`src/shared/rtcirq_pkg.sv`:
```
`default_nettype none
package rtcirq_pkg;
  // Register byte addresses on the AXI4-Lite slave
  localparam logic [7:0] RTCIRQ_OFS_ENCLR = 8'h08;
  localparam logic [7:0] RTCIRQ_OFS_ENSET = 8'h0A;
  localparam logic [7:0] RTCIRQ_OFS_FLAG = 8'h0C;
  localparam logic [7:0] RTCIRQ_OFS_MODE = 8'h10;
  // Field positions inside the enable and flag words
  localparam int RTCIRQ_BIT_OVF = 15;
  localparam int RTCIRQ_BIT_TAMPER = 14;
  localparam int RTCIRQ_BIT_CMP_LO = 8;
  localparam int RTCIRQ_NUM_CMP32 = 2;
  localparam int RTCIRQ_NUM_CMP16 = 4;
  localparam int RTCIRQ_NUM_PER = 8;
  localparam int RTCIRQ_PER_OFS = 2;
  // Reset values
  localparam logic [15:0] RTCIRQ_RST_EN = 16'h0000;
  localparam logic [15:0] RTCIRQ_RST_FLAG = 16'h0000;
  // Operating mode field encodings
  typedef enum logic [1:0] {
    RTCIRQ_MODE_THIRTY_TWO_BIT_COUNTING = 2'h0,
    RTCIRQ_MODE_SIXTEEN_BIT_COUNTING = 2'h1
  } rtcirq_mode_t;
  localparam logic [1:0] RTCIRQ_RST_MODE = 2'h0;
  // AXI response codes
  localparam logic [1:0] RTCIRQ_RESP_OKAY = 2'h0;
  localparam logic [1:0] RTCIRQ_RESP_SLVERR = 2'h2;
endpackage : rtcirq_pkg
`default_nettype wire

```
`src/rtl/rtcirq_irq_ctrl.sv`:
```
// Decided for this implementation: register access over AXI4-Lite.
`timescale 1ns/1ps
`default_nettype none
// How it works
// - Writing one clears overflow enable
// - Clear and set views share enables
// - Writing one clears tamper enable
// - Two compare enables in 32-bit mode
// - Eight periodic enables, zero writes ignored
// - Overflow flag set on the counter tick after overflow
// - Writing one clears a flag
// - Tamper flag set on detection
// - Four compare flags in 16-bit mode
// - Periodic flag n on prescaler bit n+2 rise
module rtcirq_irq_ctrl
  import rtcirq_pkg::*;
#(
  parameter int PRESC_W = 10 // Prescaler width, needs n+2 taps
) (
  input wire logic i_ref_clk, // System clock
  input wire logic i_sys_rst, // Synchronous reset, high
  input wire logic i_cnt_tick, // Counter clock enable pulse
  input wire logic i_overflow, // Overflow seen this tick
  input wire logic i_tamper, // Tamper detected pulse
  input wire logic [rtcirq_pkg::RTCIRQ_NUM_CMP16-1:0] i_cmp_match, // Matches
  input wire logic [PRESC_W-1:0] i_prescaler, // Prescaler value
  output logic [1:0] o_mode, // Operating mode field
  output logic o_irq, // Level interrupt
  input wire logic [7:0] i_s_axi_awaddr, // Write address
  input wire logic i_s_axi_awvalid, // Write address valid
  output logic o_s_axi_awready, // Write address ready
  input wire logic [31:0] i_s_axi_wdata, // Write data
  input wire logic [3:0] i_s_axi_wstrb, // Write strobes
  input wire logic i_s_axi_wvalid, // Write data valid
  output logic o_s_axi_wready, // Write data ready
  output logic [1:0] o_s_axi_bresp, // Write response
  output logic o_s_axi_bvalid, // Write response valid
  input wire logic i_s_axi_bready, // Write response ready
  input wire logic [7:0] i_s_axi_araddr, // Read address
  input wire logic i_s_axi_arvalid, // Read address valid
  output logic o_s_axi_arready, // Read address ready
  output logic [31:0] o_s_axi_rdata, // Read data
  output logic [1:0] o_s_axi_rresp, // Read response
  output logic o_s_axi_rvalid, // Read valid
  input wire logic i_s_axi_rready // Read ready
);
  import rtcirq_pkg::*;

  localparam int NPERT = RTCIRQ_NUM_PER + RTCIRQ_PER_OFS;

  // Periodic taps need prescaler bits up to 9
  initial begin
    if (PRESC_W < NPERT) begin
      $error("PRESC_W too small for periodic taps");
    end
  end

  // Write channel capture, address and data in either order
  logic [7:0] awaddr_q;
  logic aw_have_q;
  logic [31:0] wdata_q;
  logic [3:0] wstrb_q;
  logic w_have_q;
  logic bvalid_q;
  logic [1:0] bresp_q;
  logic aw_hs;
  logic w_hs;
  logic wr_fire;

  assign o_s_axi_awready = ~aw_have_q & ~bvalid_q;
  assign o_s_axi_wready = ~w_have_q & ~bvalid_q;
  assign aw_hs = i_s_axi_awvalid & o_s_axi_awready;
  assign w_hs = i_s_axi_wvalid & o_s_axi_wready;
  assign wr_fire = aw_have_q & w_have_q & ~bvalid_q;

  always_ff @(posedge i_ref_clk) begin
    if (i_sys_rst) begin
      aw_have_q <= 1'b0;
      awaddr_q <= 8'h00;
    end else if (aw_hs) begin
      aw_have_q <= 1'b1;
      awaddr_q <= i_s_axi_awaddr;
    end else if (wr_fire) begin
      aw_have_q <= 1'b0;
    end
  end

  always_ff @(posedge i_ref_clk) begin
    if (i_sys_rst) begin
      w_have_q <= 1'b0;
      wdata_q <= 32'h0000_0000;
      wstrb_q <= 4'h0;
    end else if (w_hs) begin
      w_have_q <= 1'b1;
      wdata_q <= i_s_axi_wdata;
      wstrb_q <= i_s_axi_wstrb;
    end else if (wr_fire) begin
      w_have_q <= 1'b0;
    end
  end

  // Word decode; the enable set view lives in the upper half of 0x08
  logic [7:0] wr_word;
  logic wr_en_word;
  logic wr_flag;
  logic wr_mode;
  logic wr_hit;
  logic [15:0] wlo;
  logic [15:0] whi;

  assign wr_word = {awaddr_q[7:2], 2'b00};
  assign wr_en_word = wr_fire & (wr_word == RTCIRQ_OFS_ENCLR);
  assign wr_flag = wr_fire & (wr_word == RTCIRQ_OFS_FLAG);
  assign wr_mode = wr_fire & (wr_word == RTCIRQ_OFS_MODE);
  assign wr_hit = wr_en_word | wr_flag | wr_mode;
  // Byte strobes mask the written ones
  assign wlo = wdata_q[15:0] & {{8{wstrb_q[1]}}, {8{wstrb_q[0]}}};
  assign whi = wdata_q[31:16] & {{8{wstrb_q[3]}}, {8{wstrb_q[2]}}};

  always_ff @(posedge i_ref_clk) begin
    if (i_sys_rst) begin
      bvalid_q <= 1'b0;
      bresp_q <= RTCIRQ_RESP_OKAY;
    end else if (wr_fire) begin
      bvalid_q <= 1'b1;
      bresp_q <= wr_hit ? RTCIRQ_RESP_OKAY : RTCIRQ_RESP_SLVERR;
    end else if (i_s_axi_bready) begin
      bvalid_q <= 1'b0;
    end
  end

  assign o_s_axi_bvalid = bvalid_q;
  assign o_s_axi_bresp = bresp_q;

  // Mode field, steers which compare bits are live
  logic [1:0] mode_q;
  logic mode16;

  always_ff @(posedge i_ref_clk) begin
    if (i_sys_rst) begin
      mode_q <= RTCIRQ_RST_MODE;
    end else if (wr_mode & wstrb_q[0]) begin
      mode_q <= wdata_q[1:0];
    end
  end

  assign o_mode = mode_q;
  assign mode16 = (mode_q == RTCIRQ_MODE_SIXTEEN_BIT_COUNTING);

  // Implemented enable bits depend on the counting mode
  logic [15:0] cmp_mask;
  logic [15:0] live_mask;

  assign cmp_mask = mode16 ? 16'h0F00 : 16'h0300;
  assign live_mask = cmp_mask | 16'hC0FF;

  // One shared enable state for the clear and set views
  logic [15:0] en_q;
  logic [15:0] en_d;
  logic [15:0] en_clr;
  logic [15:0] en_set;

  // Zero bits leave an enable alone
  assign en_clr = wr_en_word ? (wlo & live_mask) : 16'h0000;
  assign en_set = wr_en_word ? (whi & live_mask) : 16'h0000;
  assign en_d = (en_q & ~en_clr) | en_set;

  always_ff @(posedge i_ref_clk) begin
    if (i_sys_rst) begin
      en_q <= RTCIRQ_RST_EN;
    end else begin
      en_q <= en_d;
    end
  end

  // Counter-clock-timed events, registered so flags rise a tick later
  logic ovf_ev_q;
  logic [RTCIRQ_NUM_CMP16-1:0] cmp_ev_q;
  logic [RTCIRQ_NUM_CMP16-1:0] cmp_live;

  assign cmp_live = mode16 ? 4'hF : 4'h3;

  always_ff @(posedge i_ref_clk) begin
    if (i_sys_rst) begin
      ovf_ev_q <= 1'b0;
      cmp_ev_q <= '0;
    end else if (i_cnt_tick) begin
      ovf_ev_q <= i_overflow;
      cmp_ev_q <= i_cmp_match & cmp_live;
    end
  end

  // Event becomes a flag only on the following counter tick
  logic ovf_set;
  logic [RTCIRQ_NUM_CMP16-1:0] cmp_set;

  assign ovf_set = i_cnt_tick & ovf_ev_q;
  assign cmp_set = {RTCIRQ_NUM_CMP16{i_cnt_tick}} & cmp_ev_q;

  // Periodic ticks from prescaler taps 2..9
  logic [RTCIRQ_NUM_PER-1:0] per_set;

  rtcirq_rise_det #(
    .WIDTH(RTCIRQ_NUM_PER)
  ) u_per_rise (
    .i_ref_clk(i_ref_clk),
    .i_sys_rst(i_sys_rst),
    .i_en(1'b1),
    .i_level(i_prescaler[NPERT-1:RTCIRQ_PER_OFS]),
    .o_rise(per_set)
  );

  // Flag vector set and clear lanes
  logic [15:0] flag_set;
  logic [15:0] flag_clr;
  logic [15:0] flag_q;

  assign flag_set = {ovf_set, i_tamper, 2'b00, cmp_set, per_set};
  assign flag_clr = wr_flag ? (wlo & live_mask) : 16'h0000;

  genvar gi;
  generate
    for (gi = 0; gi < 16; gi++) begin : g_flag
      if (RTCIRQ_RST_FLAG[gi] == 1'b0 && (gi < 12 || gi > 13)) begin : g_on
        rtcirq_flag_bit u_flag (
          .i_ref_clk(i_ref_clk),
          .i_sys_rst(i_sys_rst),
          .i_set(flag_set[gi]),
          .i_clr(flag_clr[gi]),
          .o_flag(flag_q[gi])
        );
      end else begin : g_off
        assign flag_q[gi] = 1'b0;
      end
    end
  endgenerate

  // Request while any enabled flag stands
  assign o_irq = |(flag_q & en_q & live_mask);

  // Read channel, one outstanding read, data registered
  logic rvalid_q;
  logic [31:0] rdata_q;
  logic [1:0] rresp_q;
  logic [7:0] rd_word;
  logic rd_hit;
  logic [31:0] rd_mux;

  assign o_s_axi_arready = ~rvalid_q;
  assign rd_word = {i_s_axi_araddr[7:2], 2'b00};
  assign rd_hit = (rd_word == RTCIRQ_OFS_ENCLR) |
                  (rd_word == RTCIRQ_OFS_FLAG) |
                  (rd_word == RTCIRQ_OFS_MODE);
  // Both enable views read the same state
  assign rd_mux =
    (rd_word == RTCIRQ_OFS_ENCLR) ? {en_q & live_mask, en_q & live_mask} :
    (rd_word == RTCIRQ_OFS_FLAG) ? {16'h0000, flag_q & live_mask} :
    (rd_word == RTCIRQ_OFS_MODE) ? {30'h0000_0000, mode_q} :
    32'h0000_0000;

  always_ff @(posedge i_ref_clk) begin
    if (i_sys_rst) begin
      rvalid_q <= 1'b0;
      rdata_q <= 32'h0000_0000;
      rresp_q <= RTCIRQ_RESP_OKAY;
    end else if (i_s_axi_arvalid & ~rvalid_q) begin
      rvalid_q <= 1'b1;
      rdata_q <= rd_mux;
      rresp_q <= rd_hit ? RTCIRQ_RESP_OKAY : RTCIRQ_RESP_SLVERR;
    end else if (i_s_axi_rready) begin
      rvalid_q <= 1'b0;
    end
  end

  assign o_s_axi_rvalid = rvalid_q;
  assign o_s_axi_rdata = rdata_q;
  assign o_s_axi_rresp = rresp_q;
endmodule : rtcirq_irq_ctrl
`default_nettype wire

```
`src/rtl/rtcirq_rise_det.sv`:
```
`timescale 1ns/1ps
`default_nettype none
// Rising edge detector for a same-domain level, one-cycle pulse out
module rtcirq_rise_det #(
  parameter int WIDTH = 8 // Number of lanes
) (
  input wire logic i_ref_clk, // System clock
  input wire logic i_sys_rst, // Synchronous reset, high
  input wire logic i_en, // Sample enable
  input wire logic [WIDTH-1:0] i_level, // Levels to watch
  output logic [WIDTH-1:0] o_rise // One-cycle rise pulses
);
  logic [WIDTH-1:0] prev_q;

  // Old value held while disabled so no edge is missed across gaps
  always_ff @(posedge i_ref_clk) begin
    if (i_sys_rst) begin
      prev_q <= '0;
    end else if (i_en) begin
      prev_q <= i_level;
    end
  end

  assign o_rise = i_en ? (i_level & ~prev_q) : '0;
endmodule : rtcirq_rise_det
`default_nettype wire

```
`src/rtl/rtcirq_flag_bit.sv`:
```
`timescale 1ns/1ps
`default_nettype none
// One sticky flag: set on event, clear on write-one, set wins
module rtcirq_flag_bit (
  input wire logic i_ref_clk, // System clock
  input wire logic i_sys_rst, // Synchronous reset, high
  input wire logic i_set, // Hardware event pulse
  input wire logic i_clr, // Software write-one pulse
  output logic o_flag // Sticky flag
);
  logic flag_q;
  logic flag_d;

  // Event beats a clear in the same cycle
  assign flag_d = i_set | (flag_q & ~i_clr);

  always_ff @(posedge i_ref_clk) begin
    if (i_sys_rst) begin
      flag_q <= 1'b0;
    end else begin
      flag_q <= flag_d;
    end
  end

  assign o_flag = flag_q;
endmodule : rtcirq_flag_bit
`default_nettype wire

```
`config.mk`:
```
export PLATFORM = sky130hd
export DESIGN_NAME = rtcirq_irq_ctrl
export DESIGN_NICKNAME = d
export VERILOG_FILES = /design/src/shared/rtcirq_pkg.sv /design/src/rtl/rtcirq_irq_ctrl.sv /design/src/rtl/rtcirq_rise_det.sv /design/src/rtl/rtcirq_flag_bit.sv
export SDC_FILE = /design/constraint.sdc
export NUM_CORES = 1
export LEC_CHECK = 0
export BUFFER_PORTS_ARGS = -buffer_cell sky130_fd_sc_hd__buf_4
export CAP_MARGIN = 10
export CORE_MARGIN = 2
export CORE_UTILIZATION = 53
export DETAILED_ROUTE_END_ITERATION = 6
export PLACE_DENSITY_LB_ADDON = 0.2
export SYNTH_ARGS = -nofsm -noshare
export SYNTH_HDL_FRONTEND = slang
export SYNTH_SLANG_ARGS = --single-unit
```
`constraint.sdc`:
```
create_clock -name i_ref_clk -period 2.45 [get_ports i_ref_clk]
set_input_delay 0.49 -clock i_ref_clk [delete_from_list [all_inputs] [get_ports i_ref_clk]]
set_output_delay 0.49 -clock i_ref_clk [all_outputs]
set_load 0.01 [all_outputs]
```
==> results.md, run 1 <==
* Hold Crit Class: in2reg
* Clk sinks at 115
* Peak VDD IR at 0.4691 mV
* GP Congestion at 0.9010
* CTS tree: yes
* Drt wl/cell at 16.21 µm
* Worst r2r src: o_s_axi_bvalid
* Via/cell ratio at 5.892
* Max-slew violation count at 0
* Critical Path RT at 1.96 ns
* Synth area leader: dfxtp_1
* Cell variety after synth at 44
* Vias at 4,478
* Gate power share at 0.090
* Area share of the largest cell type after synthesis at 0.4916
* Ys flop type: dfxtp_1
* Yosys warns at 0
* Tcrit/Tclk final at 0.8781
* Fill cell count at 680
* Worst slew pin tran at 1.047 ns
* Die Ht at 98 µm
* Area contributors post-synth: dfxtp_1 (49%), nand2_1 (8.9%), a21oi_1 (8.0%)
* P&R area growth vs syn at 29.41%
* Metal2 WL at 5891 µm
* DR DRC count at 0
* Global route total overflow at 0
* Critical Path Fanout Max at 4
* Hold Buf Count CTS at 0
* NetSw at 1.094 mW
* Worst EP arrival at 1.66 ns
* Core ar. at 8636 µm²
* Max Root-Sink Buffers at 2
* Vias in the first global route at 4,173
* Setup TNS at 0 ns
* Initial Utilization at 0.5423
* Setup crit end kind: primary output
* Syn Area/Cell at 8.454 µm²
* H-tree depth at 4
* Post-placement worst setup slack at 0.4616 ns
* Port Buffers at 103
* Worst-Skew Late Latency at 0.51 ns
* CTS buffer count at 17
* Cell Pwr Density at 788.6 nW/µm²
* Share of cells above drive strength 1 at 0.2331
* Max cap viols at 0
* RSZ-0062 raised after global routing: no
* Min-Delay Startpoint: i_prescaler[5]
* P_leak at 2.332 nW
* Hold path depth at 2
* Max frequency at 464.8 MHz
* Net Sw Frac at 0.2290
* Clock slew at reported path FFs at 0.05 ns
* Setup Skew at 0.005676 ns
* Post-CTS Resized at 0
* WL met1 at 5182 µm
* Antenna-violating nets left at 0
* Relative slew slack at 0.3017
* Startpoint Class: flop
* Pint at 3.685 mW
* Die area at 9604 µm²
* Met3 wire len at 990 µm
* First-pass GRT wire length at 20,020 µm
* Antenna diodes at 0
* Pin count of the biggest net entering global routing at 55
* Top sig layer: met4
* # IOs at 120
* Tot Pwr at 4.780 mW
* Crit Path Category: reg2out
* Root Buffer: clkbuf_8
* GRT Util Overall at 0.2579
* Final number of setup-violating endpoints at 0
* Status: finished clean
* Tmin final at 2.151 ns
* Post-synth EDFFs at 0
* Flop2flop setup slack at 0.45 ns
* Reg2reg end: en_q[9]
* Clock share of power at 0.485
* Die X at 98 µm
* Hold Vio Cnt, Final at 0
* Final Net Count at 717
* Starting DRT DRC Count at 274
* Setup bufs post-CTS at 0
* Initial antenna violation count at 0
* Row count at 34
* Seq pwr share at 0.425
* WL final at 12,320 µm
* Worst Hold End: u_per_rise.prev_q[3]
* FF-to-FF path depth at 3
* Register area share after synthesis at 0.4916
* Post-Synthesis Cells at 554
* Ys async rst share at 0
* Post-Synthesis Cell Area at 4683 µm²
* TritonRoute pass-1 iters at 7
* Final Worst Setup Slack at 0.2986 ns
* Seq cells post-synth at 115
* HPWL after detailed placement at 8377 µm
layout make-up:
| type | count | area, µm² | share of cell area |
|---|---|---|---|
| clock inverter | 5 | 75.07 | 0.01239 |
| inverter | 9 | 33.78 | 0.005574 |
| multi-input combinational | 382 | 2160 | 0.3563 |
| timing repair buffer | 116 | 870.8 | 0.1437 |
| tap | 108 | 135.1 | 0.02230 |
| sequential | 115 | 2302 | 0.3799 |
| clock buffer | 25 | 484.2 | 0.07989 |
state kept, by name, indices dropped and copies added, names as in the netlist:
register,count
o_s_axi_rdata,28
wdata_q,28
en_q,14
g_flag.g_on.u_flag.o_flag,14
u_per_rise.prev_q,8
awaddr_q,6
cmp_ev_q,4
wstrb_q,4
o_mode,2
aw_have_q,1
o_s_axi_bresp,1
o_s_axi_bvalid,1
o_s_axi_rresp,1
o_s_axi_rvalid,1
ovf_ev_q,1
w_have_q,1
power groups by stage:
stage                     logic (mW)  clock network, mW  registers [mW]
after floorplan                0.262                  0            2.04
after global placement         0.413                  0            2.06
after detailed placement       0.426                  0            2.07
after CTS                      0.430               2.33            2.03
after global routing           0.475               2.44            2.04
final                          0.432               2.32            2.03
cell families after synthesis:
group | count (synthesis) | synth area share
flip-flops | 115 | 0.4916
multiplexers | 15 | 0.03259
other | 1 | 0.0008007
AO/OA/AOI/OAI | 139 | 0.1830
buffers and inverters | 62 | 0.05477
AND/OR/NAND/NOR | 222 | 0.2372
cells in the mapped netlist (2+ instances only):
cell and number:
clkbuf_1 36, o32ai_1 2, or4_1 5, nor3b_1 4
nor2b_1 11, nand2_1 111, a221oi_1 3, o22ai_1 2
buf_1 10, nand3_1 6, inv_1 7, or3b_2 3
a22o_1 4, a21oi_1 75, mux2i_1 13, nor2_1 15
a31oi_1 10, nor4_1 13, a22oi_1 2, dfxtp_1 115
o21ai_0 13, o41ai_1 8, mux2_2 2, o2bb2ai_1 10
nor3_1 2, nand2b_1 17, nand4_1 26, a32o_1 4
buf_4 6, nand4b_1 2, a311oi_1 4
worst max-delay path, stage by stage, from the launching register on:
cell and delay, ns:
dfxtp_1 0.34, a22o_1 0.25, a221oi_1 0.23, nand4_1 0.17, buf_4 0.18
per-layer routing:
metal,vias to the layer above,GRT usage
met5,-,0
met4,0,0.1132
met3,25,0.05798
met2,224,0.4110
met1,2088,0.3370
li1,2141,-
through the flow:
step / hold WS [ns] / area, µm² / util / instances
floorplan: 0.4318 / 4702 / - / 559
global placement: 0.4399 / 5502 / 0.6371 / 730
detailed placement: 0.4432 / 5502 / 0.6371 / 730
CTS: 0.1983 / 6061 / 0.7018 / 760
global route: 0.1979 / 6061 / 0.7018 / 760
finish: 0.2083 / 6061 / 0.7018 / 760
cell usage in the layout (no fill, tap or decap), types with 2 or more instances in the layout:
cell       instances
a21oi_1           75
a221oi_1           3
a22o_1             4
a22oi_1            2
a311oi_1           4
a31oi_1           10
a32o_1             4
buf_4            116
bufinv_16          2
clkbuf_1           4
clkbuf_16         16
clkbuf_8           5
clkinv_2           3
conb_1             6
dfxtp_1          115
inv_1              7
mux2_2             2
mux2i_1           13
nand2_1          111
nand2b_1          17
nand3_1            6
nand4_1           26
nand4b_1           2
nor2_1            15
nor2b_1           11
nor3_1             2
nor3b_1            2
nor3b_2            2
nor4_1            13
o21ai_0           13
o22ai_1            2
o2bb2ai_1         10
o32ai_1            2
o41ai_1            8
or3b_2             3
or4_1              5
worst max path at each step:
stage / end / startpoint / slack, ns / cells past startpoint
3_3_place_gp: g_flag[10].g_on.u_flag.o_flag / awaddr_q[6] / 0.53 / 4
4_1_cts: o_irq / en_q[3] / 0.31 / 4
2_1_floorplan: en_q[14] / awaddr_q[6] / 0.68 / 4
5_1_grt: o_irq / en_q[0] / 0.16 / 4
6_report: o_irq / en_q[0] / 0.30 / 4
3_5_place_dp: g_flag[10].g_on.u_flag.o_flag / awaddr_q[6] / 0.46 / 4
Note: power is estimated with default switching activity, not from simulation.
==> run 2: changes to the inputs <==
- MAX_ROUTING_LAYER: default -> met4
==> results.md, run 2 (synthesis gave the netlist of run 1 again) <==
* Share of cells above drive strength 1 at 0.2401 (was 0.2331)
* Placed Cells at 730 (unchanged)
* Hold path depth at 2 (unchanged)
* Multi-input gate area at 2160 µm² (unchanged)
* Worst setup path startpoint: o_mode[0] (was en_q[0])
* Die Ht at 98 µm (unchanged)
* TritonRoute pass-1 iters at 5 (was 7)
* Peak VDD IR at 0.4840 mV (was 0.4691 mV)
* Min-Delay Startpoint: i_prescaler[4] (was i_prescaler[5])
* Setup Skew at 0.007641 ns (was 0.005676 ns)
* Worst slew pin tran at 1.011 ns (was 1.047 ns)
* Max frequency at 462.9 MHz (was 464.8 MHz)
* Largest stage delay, worst path at 0.32 ns (was 0.34 ns)
* H-tree depth at 4 (unchanged)
* Global route total overflow at 0 (unchanged)
* Critical path depth at 5 (was 4)
* Storage cell area at 2302 µm² (unchanged)
* Tcrit/Tclk final at 0.8818 (was 0.8781)
* Clk sinks at 115 (unchanged)
* Setup bufs post-CTS at 0 (unchanged)
* CTS buffer count at 17 (unchanged)
* Max-slew violation count at 0 (unchanged)
* Clock slew at reported path FFs at 0.06 ns (was 0.05 ns)
* WP buf/inv at 2 (was 1)
* Flop2flop setup slack at 0.45 ns (about the same)
* P_leak at 2.365 nW (was 2.332 nW)
* P&R area growth vs syn at 31.53% (was 29.41%)
* Status: finished clean (unchanged)
* Most common cell after layout, fill and taps aside: buf_4 (unchanged)
* GP Congestion at 0.9064 (was 0.9010)
* Max cap viols at 0 (unchanged)
* Via/cell ratio at 5.806 (was 5.892)
* DR DRC count at 0 (unchanged)
* Worst-Skew Late Latency at 0.52 ns (was 0.51 ns)
* Root Buffer: clkbuf_8 (unchanged)
* Antenna-violating nets left at 0 (unchanged)
* Hold WS at 0.1947 ns (was 0.2083 ns)
* Tmin final at 2.160 ns (was 2.151 ns)
* Final Net Count at 717 (unchanged)
* Worst r2r src: aw_have_q (was o_s_axi_bvalid)
* Vias in the first global route at 4,218 (was 4,173)
* Critical Path RT at 1.96 ns (about the same)
* First-pass GRT wire length at 20,120 µm (was 20,020 µm)
* Most frequent cells in the layout: buf_4 (116), dfxtp_1 (115), nand2_1 (111) (unchanged)
* Initial antenna violation count at 0 (unchanged)
* Reg2reg end: g_flag[10].g_on.u_flag.o_flag (was en_q[9])
* CP dominant cell by count: buf_4
* Row count at 34 (unchanged)
* Crit Path Category: reg2out (unchanged)
* Relative slew slack at 0.3262 (was 0.3017)
* # IOs at 120 (unchanged)
* WL final at 12,480 µm (was 12,320 µm)
* Hold Buf Count CTS at 0 (unchanged)
* Antenna diodes at 0 (unchanged)
* Critical path cell sequence: buf_4 > nor2b_1 > nand2_1 > nand4_1 > buf_4 (was a22o_1 > a221oi_1 > nand4_1 > buf_4)
* Setup crit end kind: primary output (unchanged)
* Core ar. at 8636 µm² (unchanged)
* HPWL after detailed placement at 8409 µm (was 8377 µm)
* CTS tree: yes (unchanged)
* Cell Pwr Density at 837.4 nW/µm² (was 788.6 nW/µm²)
* Worst EP arrival at 1.67 ns (was 1.66 ns)
* Port Buffers at 103 (unchanged)
* Hold Crit Class: in2reg (unchanged)
* Tot Pwr at 5.158 mW (was 4.780 mW)
* RSZ-0062 raised after global routing: no (unchanged)
* Max Root-Sink Buffers at 2 (unchanged)
* Slowest cell on the critical path: dfxtp_1 (unchanged)
* Final non-filler cell total at 762 (was 760)
* Vias at 4,424 (was 4,478)
* Fill cell count at 693 (was 680)
* Critical Path Fanout Max at 8 (was 4)
* FF-to-FF path depth at 4 (was 3)
* Drt wl/cell at 16.37 µm (was 16.21 µm)
* Die X at 98 µm (unchanged)
* Starting DRT DRC Count at 399 (was 274)
* Final number of setup-violating endpoints at 0 (unchanged)
* Post-CTS Resized at 0 (unchanged)
* Post-layout util at 0.7133 (was 0.7018)
* GRT Util Overall at 0.2706 (was 0.2579)
* Cell family with most CP delay: simple AND/OR/NAND/NOR gates (was compound AO/OA/AOI/OAI gates)
* Critical Path End: o_irq (unchanged)
* Initial Utilization at 0.5423 (unchanged)
* Die area at 9604 µm² (unchanged)
* Pin count of the biggest net entering global routing at 55 (unchanged)
* Hold Vio Cnt, Final at 0 (unchanged)
* Setup TNS at 0 ns (unchanged)
* Startpoint Class: flop (unchanged)
run 2: changes by cell type in the layout (fill, tap and decap cells not counted), sizes merged:
cell,delta
clkbuf,-4
bufinv,+3
clkinvlp,+3
clkinv,-1
inv,+1
run 2: worst reg2reg max path, cell delays in order (launching register included):
cell and delay [ns]:
dfxtp_1 0.39, or4b_1 0.65, buf_4 0.25, nor4_1 0.43
o22ai_1 0.15
run 2: routing by layer:
layer	GRT usage	vias to the layer above	part of all wire
li1	-	2149	-
met1	0.3374	2042	0.42
met2	0.4115	206	0.48
met3	0.08948	27	0.084
met4	0.09829	0	0.023
met5	-	-	0
run 2: cell type report:
type | count | share of cell area
inverter | 9 | 0.005484
sequential | 115 | 0.3738
multi-input combinational | 382 | 0.3506
clock inverter | 11 | 0.03230
tap | 108 | 0.02194
timing repair buffer | 116 | 0.1414
clock buffer | 21 | 0.07455
run 2: power breakdown:
group          leakage (nW)  total (mW)  internal, mW  switching (mW)
logic                  1.11       0.430         0.191           0.240
registers             0.941        2.03          1.96          0.0708
clock network         0.311        2.70          1.84           0.859
run 2: how the worst min path moves through the flow:
stage,endpoint,slack (ns)
after floorplan,wstrb_q[3],0.43
after global placement,o_s_axi_rdata[17],0.44
after detailed placement,wstrb_q[3],0.44
after CTS,u_per_rise.prev_q[2],0.18
after global routing,u_per_rise.prev_q[7],0.18
final,u_per_rise.prev_q[2],0.19
run 2: metrics by stage:
step           cell area, µm²  setup WS, ns
5_1_grt                  6160        0.1792
4_1_cts                  6160        0.2946
6_report                 6160        0.2896
3_3_place_gp             5502        0.5323
3_5_place_dp             5502        0.4725
2_1_floorplan            4702        0.6770
==> run 3: changes to the inputs <==
- CORE_UTILIZATION: 53 -> 30
==> results.md, run 3 (synthesis gave the netlist of run 1 again) <==
* CTS buffer count at 17 (unchanged)
* Root Buffer: clkbuf_16 (was clkbuf_8)
* Startpoint Class: flop (unchanged)
* Initial Utilization at 0.3081 (was 0.5423)
* Final Net Count at 717 (unchanged)
* Vias in the first global route at 4,198 (was 4,218)
* P_leak at 2.325 nW (was 2.365 nW)
* Row count at 45 (was 34)
* P&R area growth vs syn at 31.02% (was 31.53%)
* Share of cells above drive strength 1 at 0.2343 (was 0.2401)
* Fill cell count at 1,545 (was 693)
* Critical Path Fanout Max at 4 (was 8)
* NetSw at 1.113 mW (was 1.170 mW)
* Final number of setup-violating endpoints at 0 (unchanged)
* Gate power share at 0.093 (was 0.083)
* Hold Buf Count CTS at 0 (unchanged)
* Setup Skew at 0.006324 ns (was 0.007641 ns)
* Relative slew slack at 0.3110 (was 0.3262)
* Most common cell after layout, fill and taps aside: buf_4 (unchanged)
* Seq pwr share at 0.435 (was 0.393)
* GRT Util Overall at 0.1720 (was 0.2706)
* First-pass GRT wire length at 21,400 µm (was 20,120 µm)
* Max frequency at 484.3 MHz (was 462.9 MHz)
* Tcrit/Tclk final at 0.8427 (was 0.8818)
* Crit Path Category: reg2out (unchanged)
* H-tree depth at 4 (unchanged)
* Global route total overflow at 0 (unchanged)
* Tmin final at 2.065 ns (was 2.160 ns)
* RSZ-0062 raised after global routing: no (unchanged)
* Setup bufs post-CTS at 0 (unchanged)
* Max cap viols at 0 (unchanged)
* Post-CTS Resized at 0 (unchanged)
* Peak VDD IR at 0.4485 mV (was 0.4840 mV)
* Clock slew at reported path FFs at 0.05 ns (was 0.06 ns)
* Tot Pwr at 4.670 mW (was 5.158 mW)
* Net Sw Frac at 0.2383 (was 0.2267)
* GP Congestion at 0.8480 (was 0.9064)
* Starting DRT DRC Count at 260 (was 399)
* Vias at 4,310 (was 4,424)
* Antenna diodes at 0 (unchanged)
* WL final at 13,670 µm (was 12,480 µm)
* Worst-Skew Late Latency at 0.41 ns (was 0.52 ns)
* Worst slew pin tran at 1.033 ns (was 1.011 ns)
* Most frequent cells in the layout: buf_4 (116), dfxtp_1 (115), nand2_1 (111) (unchanged)
* Critical Path RT at 1.96 ns (about the same)
* Pin count of the biggest net entering global routing at 54 (was 55)
* Worst EP arrival at 1.57 ns (was 1.67 ns)
* Cell Pwr Density at 761.0 nW/µm² (was 837.4 nW/µm²)
* Die Ht at 128.9 µm (was 98 µm)
* Status: finished clean (unchanged)
* FF-to-FF path depth at 4 (unchanged)
* Die area at 16,630 µm² (was 9604 µm²)
* Setup TNS at 0 ns (unchanged)
* CTS tree: yes (unchanged)
* Drt wl/cell at 16.25 µm (was 16.37 µm)
* Core ar. at 15,200 µm² (was 8636 µm²)
* DR DRC count at 0 (unchanged)
* Setup crit end kind: primary output (unchanged)
* # IOs at 120 (unchanged)
* Clk sinks at 115 (unchanged)
* Die X at 128.9 µm (was 98 µm)
* Port Buffers at 103 (unchanged)
* Hold Vio Cnt, Final at 0 (unchanged)
* Antenna-violating nets left at 0 (unchanged)
* Hold Crit Class: in2reg (unchanged)
* Via/cell ratio at 5.125 (was 5.806)
* HPWL after detailed placement at 9763 µm (was 8409 µm)
* Pint at 3.557 mW (was 3.989 mW)
* Initial antenna violation count at 0 (unchanged)
* TritonRoute pass-1 iters at 5 (unchanged)
* Max Root-Sink Buffers at 2 (unchanged)
* Clock share of power at 0.472 (was 0.523)
* Hold path depth at 2 (unchanged)
* Max-slew violation count at 0 (unchanged)
run 3: path summary, 6_finish.rpt:
check / endpoint / slack [ns] / startpoint
setup / recovery: o_irq / 0.39 / en_q[0]
hold / removal: u_per_rise.prev_q[6] / 0.31 / i_prescaler[8]
setup reg to reg: en_q[10] / 0.41 / aw_have_q
hold reg to reg: o_s_axi_rdata[17] / 0.45 / o_s_axi_rdata[17]
run 3: cell type report:
type / instances / area (µm²) / area share
sequential: 115 / 2302 / 0.3752
multi-input combinational: 382 / 2160 / 0.3520
clock buffer: 26 / 509.2 / 0.08299
inverter: 9 / 33.78 / 0.005506
tap: 188 / 235.2 / 0.03834
clock inverter: 5 / 25.02 / 0.004078
timing repair buffer: 116 / 870.8 / 0.1419
run 3: power by group through the flow:
| stage | sequential, mW | combinational (mW) | clock [mW] |
|---|---|---|---|
| 6_report | 2.03 | 0.434 | 2.21 |
| 5_1_grt | 2.04 | 0.483 | 2.34 |
| 4_1_cts | 2.03 | 0.438 | 2.24 |
| 3_5_place_dp | 2.07 | 0.437 | 0 |
| 3_3_place_gp | 2.06 | 0.427 | 0 |
| 2_1_floorplan | 2.04 | 0.262 | 0 |
run 3: layer usage:
layer | up-vias | global-route usage | wire, µm
met5 | - | - | 0
li1 | 2142 | - | -
met4 | 0 | 0.08951 | 387
met1 | 2012 | 0.2187 | 6354
met2 | 133 | 0.2549 | 6202
met3 | 23 | 0.03909 | 725
run 3: critical path, cell delays in order, from the launching register on:
cell	delay (ns)
dfxtp_1	0.33
a22o_1	0.24
a221oi_1	0.25
nand4_1	0.17
buf_4	0.18
run 3: stage by stage:
step | util | std cells | hold WS (ns) | area [µm²] | setup slack (ns)
5_1_grt | 0.4036 | 841 | 0.3056 | 6136 | 0.2853
3_5_place_dp | 0.3685 | 810 | 0.4484 | 5602 | 0.4306
3_3_place_gp | 0.3685 | 810 | 0.4433 | 5602 | 0.4775
6_report | 0.4036 | 841 | 0.3090 | 6136 | 0.3853
2_1_floorplan | - | 559 | 0.4318 | 4702 | 0.6770
4_1_cts | 0.4036 | 841 | 0.2936 | 6136 | 0.3775
